$ cat src/verilog/ppb_pkg.sv
// shared constants for the parallel pin boot link
`default_nettype none
package ppb_pkg;
    localparam int PPB_DW = 16;
    localparam int PPB_AW = 32;
    localparam logic [15:0] PPB_KEY_WIDE = 16'h10AA;
    localparam logic [15:0] PPB_KEY_NARROW = 16'h08AA;
    localparam logic [7:0] PPB_KEY_NARROW_LO = 8'hAA;
    localparam logic [15:0] PPB_END_SIZE = 16'h0000;
    localparam logic [3:0] PPB_RSV_WORDS = 4'h8;
    localparam logic [3:0] PPB_RSV_ONE = 4'h1;
    localparam logic [15:0] PPB_ONE16 = 16'h0001;
    localparam logic [31:0] PPB_ONE32 = 32'h00000001;
    localparam logic [31:0] PPB_ZERO32 = 32'h00000000;
    localparam logic [15:0] PPB_ZERO16 = 16'h0000;
    localparam logic [1:0] PPB_SYNC_RST = 2'h3;
endpackage : ppb_pkg
`default_nettype wire

$ cat src/verilog/ppb_link_if.sv
// pin bundle between the boot receiver and the host sender
`timescale 1ns/1ns
`default_nettype none
interface ppb_link_if;
    logic [15:0] data_pins;
    logic device_ready_line_n;
    logic host_strobe_line_n;
    modport device_end
    (
        input data_pins,
        input host_strobe_line_n,
        output device_ready_line_n
    );
    modport host_end
    (
        output data_pins,
        output host_strobe_line_n,
        input device_ready_line_n
    );
endinterface : ppb_link_if
`default_nettype wire

$ cat src/verilog/ppb_receiver.sv
// device end: receives and unpacks the boot stream from the pins
`timescale 1ns/1ns
`default_nettype none
module ppb_receiver
    import ppb_pkg::*;
(
    // clock and reset
    input wire logic clk_in,
    input wire logic rst_in,
    // link pins
    ppb_link_if.device_end link,
    // load results
    output logic wr_valid_out,
    output logic [31:0] wr_addr_out,
    output logic [15:0] wr_data_out,
    output logic [31:0] entry_point_out,
    output logic wide_mode_out,
    output logic done_out,
    output logic error_out
);
    // ************************************************
    // states
    // ************************************************
    typedef enum logic [1:0]
    {
        PPB_HS_READY = 2'b00,
        PPB_HS_RELEASE = 2'b01,
        PPB_HS_IDLE = 2'b10
    } ppb_hs_type;
    typedef enum logic [3:0]
    {
        PPB_ST_KEY = 4'b0000,
        PPB_ST_KEY_HI = 4'b0001,
        PPB_ST_RSV = 4'b0010,
        PPB_ST_PC_HI = 4'b0011,
        PPB_ST_PC_LO = 4'b0100,
        PPB_ST_SIZE = 4'b0101,
        PPB_ST_ADR_HI = 4'b0110,
        PPB_ST_ADR_LO = 4'b0111,
        PPB_ST_DATA = 4'b1000,
        PPB_ST_DONE = 4'b1001,
        PPB_ST_ERR = 4'b1010
    } ppb_st_type;

    // ************************************************
    // pin synchronisers
    // ************************************************
    // two flops on strobe and data; host has no relation to clk_in
    logic [1:0] strobe_sync_reg;
    logic [15:0] data_s1_reg;
    logic [15:0] data_s2_reg;
    always_ff @(posedge clk_in)
    begin
        if (rst_in)
        begin
            strobe_sync_reg <= PPB_SYNC_RST;
            data_s1_reg <= PPB_ZERO16;
            data_s2_reg <= PPB_ZERO16;
        end
        else
        begin
            strobe_sync_reg <= {strobe_sync_reg[0], link.host_strobe_line_n};
            data_s1_reg <= link.data_pins;
            data_s2_reg <= data_s1_reg;
        end
    end
    wire strobe_low = ~strobe_sync_reg[1];

    // ************************************************
    // handshake
    // ************************************************
    ppb_hs_type hs_reg, hs_next;
    logic ready_n_reg;
    logic byte_half_reg;
    logic [7:0] low_byte_reg;
    ppb_st_type st_reg, st_next;
    wire active = (st_reg != PPB_ST_DONE) && (st_reg != PPB_ST_ERR);
    // data two-flopped too, and host set it before strobe, so it is settled
    // sample on strobe low
    wire take = (hs_reg == PPB_HS_READY) && strobe_low;
    // low pins only in byte mode
    wire [7:0] pin_byte = data_s2_reg[7:0];
    wire narrow = ~wide_mode_out;
    wire [15:0] pair_word = {pin_byte, low_byte_reg};
    wire word_ok = take && (wide_mode_out || byte_half_reg || st_reg == PPB_ST_KEY);
    wire [15:0] word = (narrow && st_reg != PPB_ST_KEY) ? pair_word : data_s2_reg;

    always_comb
    begin
        hs_next = hs_reg;
        unique case (hs_reg)
            PPB_HS_READY:
                if (take)
                    hs_next = PPB_HS_RELEASE;
            PPB_HS_RELEASE:
                if (!strobe_low)
                    hs_next = active ? PPB_HS_READY : PPB_HS_IDLE;
            PPB_HS_IDLE:
                hs_next = PPB_HS_IDLE;
            default:
                hs_next = PPB_HS_IDLE;
        endcase
    end

    // ************************************************
    // stream parser
    // ************************************************
    logic [3:0] rsv_cnt_reg;
    logic [15:0] left_reg;
    logic [15:0] pc_hi_reg;
    logic [15:0] adr_hi_reg;
    wire key_wide = data_s2_reg == PPB_KEY_WIDE;
    wire key_narrow_lo = pin_byte == PPB_KEY_NARROW_LO;
    wire key_narrow = {pin_byte, low_byte_reg} == PPB_KEY_NARROW;

    always_comb
    begin
        st_next = st_reg;
        if (take)
        begin
            unique case (st_reg)
                PPB_ST_KEY:
                    if (key_wide)
                        st_next = PPB_ST_RSV;
                    else if (key_narrow_lo)
                        st_next = PPB_ST_KEY_HI;
                    else
                        st_next = PPB_ST_ERR;
                PPB_ST_KEY_HI:
                    st_next = key_narrow ? PPB_ST_RSV : PPB_ST_ERR;
                PPB_ST_RSV:
                    if (word_ok && rsv_cnt_reg == PPB_RSV_ONE)
                        st_next = PPB_ST_PC_HI;
                PPB_ST_PC_HI:
                    if (word_ok)
                        st_next = PPB_ST_PC_LO;
                PPB_ST_PC_LO:
                    if (word_ok)
                        st_next = PPB_ST_SIZE;
                PPB_ST_SIZE:
                    if (word_ok)
                        st_next = (word == PPB_END_SIZE) ? PPB_ST_DONE : PPB_ST_ADR_HI;
                PPB_ST_ADR_HI:
                    if (word_ok)
                        st_next = PPB_ST_ADR_LO;
                PPB_ST_ADR_LO:
                    if (word_ok)
                        st_next = PPB_ST_DATA;
                PPB_ST_DATA:
                    if (word_ok && left_reg == PPB_ONE16)
                        st_next = PPB_ST_SIZE;
                PPB_ST_DONE,
                PPB_ST_ERR:
                    st_next = st_reg;
                default:
                    st_next = PPB_ST_ERR;
            endcase
        end
    end

    // ************************************************
    // registers
    // ************************************************
    // no timeouts anywhere, pure wait
    always_ff @(posedge clk_in)
    begin
        if (rst_in)
        begin
            hs_reg <= PPB_HS_READY;
            st_reg <= PPB_ST_KEY;
            ready_n_reg <= 1'b1;
            byte_half_reg <= 1'b0;
            low_byte_reg <= 8'h00;
            rsv_cnt_reg <= PPB_RSV_WORDS;
            left_reg <= PPB_ZERO16;
            pc_hi_reg <= PPB_ZERO16;
            adr_hi_reg <= PPB_ZERO16;
            wr_valid_out <= 1'b0;
            wr_addr_out <= PPB_ZERO32;
            wr_data_out <= PPB_ZERO16;
            entry_point_out <= PPB_ZERO32;
            wide_mode_out <= 1'b0;
            done_out <= 1'b0;
            error_out <= 1'b0;
        end
        else
        begin
            hs_reg <= hs_next;
            st_reg <= st_next;
            ready_n_reg <= !(hs_next == PPB_HS_READY);
            wr_valid_out <= 1'b0;
            done_out <= st_next == PPB_ST_DONE;
            error_out <= st_next == PPB_ST_ERR;
            if (take)
            begin
                if (st_reg == PPB_ST_KEY)
                begin
                    wide_mode_out <= key_wide;
                    low_byte_reg <= pin_byte;
                    byte_half_reg <= 1'b0;
                end
                // second key byte closes its pair; data pairing starts clean
                else if (narrow && !byte_half_reg && st_reg != PPB_ST_KEY_HI)
                begin
                    low_byte_reg <= pin_byte;
                    byte_half_reg <= 1'b1;
                end
                else
                    byte_half_reg <= 1'b0;
            end
            if (word_ok)
            begin
                if (st_reg == PPB_ST_RSV)
                    rsv_cnt_reg <= rsv_cnt_reg - PPB_RSV_ONE;
                if (st_reg == PPB_ST_PC_HI)
                    pc_hi_reg <= word;
                if (st_reg == PPB_ST_PC_LO)
                    entry_point_out <= {pc_hi_reg, word};
                if (st_reg == PPB_ST_SIZE)
                    left_reg <= word;
                if (st_reg == PPB_ST_ADR_HI)
                    adr_hi_reg <= word;
                if (st_reg == PPB_ST_ADR_LO)
                    wr_addr_out <= {adr_hi_reg, word} - PPB_ONE32;
                if (st_reg == PPB_ST_DATA)
                begin
                    wr_valid_out <= 1'b1;
                    wr_data_out <= word;
                    wr_addr_out <= wr_addr_out + PPB_ONE32;
                    left_reg <= left_reg - PPB_ONE16;
                end
            end
        end
    end

    assign link.device_ready_line_n = ready_n_reg;
endmodule : ppb_receiver
`default_nettype wire

$ cat src/flat_wrapper.sv
// flat-port wrapper written by rule: the top's interface ports become plain ports
module ppb_receiver_flat import ppb_pkg::*;
  (clk_in, rst_in, wr_valid_out, wr_addr_out, wr_data_out, entry_point_out, wide_mode_out, done_out, error_out, link_data_pins, link_host_strobe_line_n, link_device_ready_line_n);
  ppb_link_if link_i ();
  input wire logic clk_in;
  input wire logic rst_in;
  output logic wr_valid_out;
  output logic [31:0] wr_addr_out;
  output logic [15:0] wr_data_out;
  output logic [31:0] entry_point_out;
  output logic wide_mode_out;
  output logic done_out;
  output logic error_out;
  input wire logic [$bits(link_i.data_pins)-1:0] link_data_pins;
  input wire logic [$bits(link_i.host_strobe_line_n)-1:0] link_host_strobe_line_n;
  output wire logic [$bits(link_i.device_ready_line_n)-1:0] link_device_ready_line_n;
  assign link_i.data_pins = link_data_pins;
  assign link_i.host_strobe_line_n = link_host_strobe_line_n;
  assign link_device_ready_line_n = link_i.device_ready_line_n;
  ppb_receiver u_core (.clk_in(clk_in), .rst_in(rst_in), .link(link_i), .wr_valid_out(wr_valid_out), .wr_addr_out(wr_addr_out), .wr_data_out(wr_data_out), .entry_point_out(entry_point_out), .wide_mode_out(wide_mode_out), .done_out(done_out), .error_out(error_out));
endmodule
$ cat config.mk
export PLATFORM = sky130hd
export DESIGN_NAME = ppb_receiver_flat
export DESIGN_NICKNAME = d
export VERILOG_FILES = /design/src/verilog/ppb_pkg.sv /design/src/verilog/ppb_link_if.sv /design/src/verilog/ppb_receiver.sv /design/src/flat_wrapper.sv
export SDC_FILE = /design/constraint.sdc
export NUM_CORES = 1
export LEC_CHECK = 0
export ABC_AREA = 1
export ABC_CLOCK_PERIOD_IN_PS = 3100
export BUFFER_PORTS_ARGS = -buffer_cell sky130_fd_sc_hd__buf_2
export CORE_MARGIN = 2
export CORE_UTILIZATION = 40
export DETAILED_ROUTE_END_ITERATION = 6
export SLEW_MARGIN = 20
export SYNTH_ARGS = -nofsm -noshare
export SYNTH_HDL_FRONTEND = slang
export SYNTH_SLANG_ARGS = --single-unit
$ cat constraint.sdc
create_clock -name clk_in -period 3.1 [get_ports clk_in]
set_clock_uncertainty 0.2 [all_clocks]
set_input_delay 0.155 -clock clk_in [delete_from_list [all_inputs] [get_ports clk_in]]
set_output_delay 0.155 -clock clk_in [all_outputs]
set_load 0.05 [all_outputs]
==> results.txt <==
The tree is rooted in a clkbuf_16. The smallest clock period supported by the final layout is computed as 2.82 ns. The tools report the max-capacitance violation count as 0. After the flow finishes, the layout carries non-filler instances totaling 1725. The average via count per standard cell is 5.17, and the number of antenna-violating nets in the routed design is 0. Among all flip-flop cells after synthesis, the most frequent one is dfxtp_1. Critical path endpoint category: a flip-flop.

The synthesized flop and latch total is 186, and the share of flip-flops with an asynchronous set or reset after synthesis is 0. The proportion of netlist area held by the largest area contributor came out at 0.405. The worst setup timing slack at the placement stage was 0.211 ns. For the pin with the worst max-slew slack, the measured transition is 0.669 ns.

The sequential share of the synthesized area is 0.405, and the count of nets after finishing is 1452. The portion of the clock cycle consumed by the worst path in the final layout was 0.909; the number of antenna violations at the first check in global routing was 0. The worst hold path belongs to the class reg2reg. A synthesized cell averages 6.91 um2.

After synthesis, the cell types taking the most area are dfxtp_1 40%, a21oi_1 9.1%, nand2_1 8.8%, nor2_1 7.3%, inv_1 6.4%. The average wire length per cell after detail routing works out to 15.7 um. For the number of clock buffers inserted by TritonCTS, the log shows 17. In this run the post-CTS setup repair buffer count came out at 0. The run gives 0.226 as the global routing usage summed across all routing layers.

The H-tree generated during clock tree synthesis spans 4 levels. The floorplan step set the die width to 156 um. For the area inside the core boundary, the log shows 0.0226 mm2. Summed over all instances, the cell type with the most area after synthesis is dfxtp_1. The pre-antenna-repair detailed-routing pass consisted of 7 iterations. The ratio of cells with drive above 1 in the final layout is 0.156. The final reports fail on design-rule violations.

For the starting density of the core, the log shows 0.406. The remaining routing DRC violations came out at 1. In this run, placement finished with an instance count of 1675.

The count of port buffers added during placement is 103, and the post-synthesis cell area is 0.00920 mm2. The detailed router finished its first iteration with 645 violations. Setup violations remaining at the end of the flow were counted as 0. Data on the critical path is required at its endpoint by 3.26 ns.

The number of nets produced by synthesis came out at 1356. For this block, the via count after detailed routing is 8923. Among all cell types in the netlist, the one instantiated most often is nand2_1. The pin count of the biggest net entering global routing was 67. In the final layout, the registers with the most flip-flops are u_core.entry_point_out: 32 flops, u_core.wr_addr_out: 32 flops. After global routing the overflow that remains totals 0. In this run the deepest clock path goes through 2 buffers.

At the worst endpoint, the arrival time is 2.98 ns. For the first-pass GRT wire length, the log shows 43500 um. The worst setup path category is reg2reg. The run gives 18700 um as the total half-perimeter wirelength after legalization and detailed placement. TritonCTS built the clock tree.

Number of pins with negative max-slew slack in the final report: 0. The via count of the first global-routing pass is 8194, and the routability congestion estimate from global placement is 0.920. Counting instances in the post-synthesis netlist gives the leading cell types as 215 x nand2_1, 186 x dfxtp_1, 179 x nor2_1. The analysis attributes to cell leakage a power of 4.68 nW.

IR analysis of the VDD net gives a maximum drop of 335 uV. The number of enable flip-flop cells after synthesis was 0. Yosys mapped the design onto 49 distinct sky130hd cell types. The die outline height came out at 156 um. The floorplan has 55 rows. The flow ran to the end, but the final reports show violations. Setup repair after global routing left no endpoint under its margin.

For the worst-skew pair, the clock arrives at the later sink with an insertion delay of 0.45 ns. During synthesis, Yosys emitted a total of 0 warnings. The setup TNS was 0 ns.

For this block, the routed nets add up to 27100 um of wire. The tools report the antenna diode count as 0. The critical-path maximum fanout is 19, and the power density over cell area is 497 mW/mm2. Clock transition at the registers of the reported paths: 0.07 ns.

Compared with the post-synthesis result, the final layout area differs by 17.2%. For the highest attainable clock frequency, the log shows 0.355 GHz. Counting every sink on the clock net gives 186.

The worst setup path is launched from a flip-flop. Across all setup checks in the final design, the least slack found is 0.281 ns. The remaining max-slew budget at the tightest pin is 0.554. The area of the die is 0.0242 mm2, and the I/O pin count is 104. Hold timing on the final database bottoms out at a slack of 0.202 ns. The tools report the hold violation count in the final report as 0. The post-synthesis instance total is 1331.
==> cell families after synthesis <==
kind of cell,count (synthesis),synth area share
xor gates and xnor gates,21,0.0200
buffers and inverters,230,0.0972
AOI/OAI and AO/OA,324,0.189
DFF,186,0.405
adders and majority gates,6,0.00816
and+or+nand+nor,564,0.281
==> critical path, stage by stage (launching register included) <==
cell	delay (ns)
dfxtp_1	0.49
nor2_4	0.09
nand2_4	0.11
nand2_8	0.11
o21a_1	0.29
inv_1	0.13
ha_1	0.24
nand3_2	0.16
inv_1	0.14
nand3_1	0.14
nor2_2	0.18
nand2_1	0.08
xor2_1	0.14
nand2_1	0.07
a21oi_1	0.15
==> cell usage in the layout (no fill, tap or decap), types with 4 or more instances in the layout <==
| cell type | count |
|---|---|
| a211oi_1 | 4 |
| a21oi_1 | 167 |
| a31oi_1 | 8 |
| buf_2 | 102 |
| buf_4 | 16 |
| clkbuf_16 | 17 |
| dfxtp_1 | 186 |
| dlygate4sd3_1 | 18 |
| ha_1 | 6 |
| inv_1 | 158 |
| inv_2 | 8 |
| inv_6 | 4 |
| nand2_1 | 215 |
| nand2_2 | 22 |
| nand2_4 | 4 |
| nand3_1 | 59 |
| nand3_2 | 4 |
| nand4_1 | 20 |
| nor2_1 | 177 |
| nor2_2 | 7 |
| nor2_4 | 13 |
| nor3_1 | 19 |
| nor4_1 | 8 |
| o211ai_1 | 8 |
| o21ai_0 | 105 |
| o21ai_1 | 7 |
| o31ai_1 | 4 |
| or2_2 | 4 |
| xnor2_1 | 7 |
| xor2_1 | 14 |
==> path summary, 6_finish.rpt <==
check / from / slack, ns / depth (start not counted) / to
max reg2reg: u_core.st_reg[3] / 0.28 / 14 / u_core.wr_addr_out[30]
min: u_core.data_s1_reg[14] / 0.20 / 2 / u_core.data_s2_reg[14]
max: u_core.st_reg[3] / 0.28 / 14 / u_core.wr_addr_out[30]
min reg2reg: u_core.data_s1_reg[14] / 0.20 / 2 / u_core.data_s2_reg[14]
==> report_power, final <==
part	total [mW]	switching [mW]	internal, mW
logic	0.622	0.438	0.184
registers	2.45	0.0246	2.42
clock network	2.29	1.03	1.26
total	5.36	1.49	3.87
==> final cells by class <==
class	instances	area, um2
Inverter	169	634
Fill cell	2346	11900
Tap cell	285	357
Sequential cell	186	3720
Clock buffer	20	457
Multi-Input combinational cell	915	4610
Clock inverter	12	153
Timing Repair Buffer	138	851
==> metrics by stage <==
step | cell area [um2] | power, mW | utilization
after global placement | 9980 | 3.09 | 0.441
final | 10800 | 5.36 | 0.476
after global routing | 10800 | 5.58 | 0.476
after floorplan | 9200 | 2.92 | -
after detailed placement | 9980 | 3.10 | 0.441
after CTS | 10800 | 5.40 | 0.475
==> metal layers <==
layer	vias to the layer above	GRT usage	share of wire
li1	4528	-	-
met2	248	0.361	0.45
met4	0	0.0782	0.021
met5	-	0	0
met1	4113	0.313	0.48
met3	34	0.0347	0.050
==> what timing repair did <==
action                                  CTS  global route
endpoints found under the setup margin    0            13
endpoints found under the hold margin    20             0
gates resized for setup                   0             3
hold buffers                             18             0
Note: power is estimated with default switching activity, not from simulation.
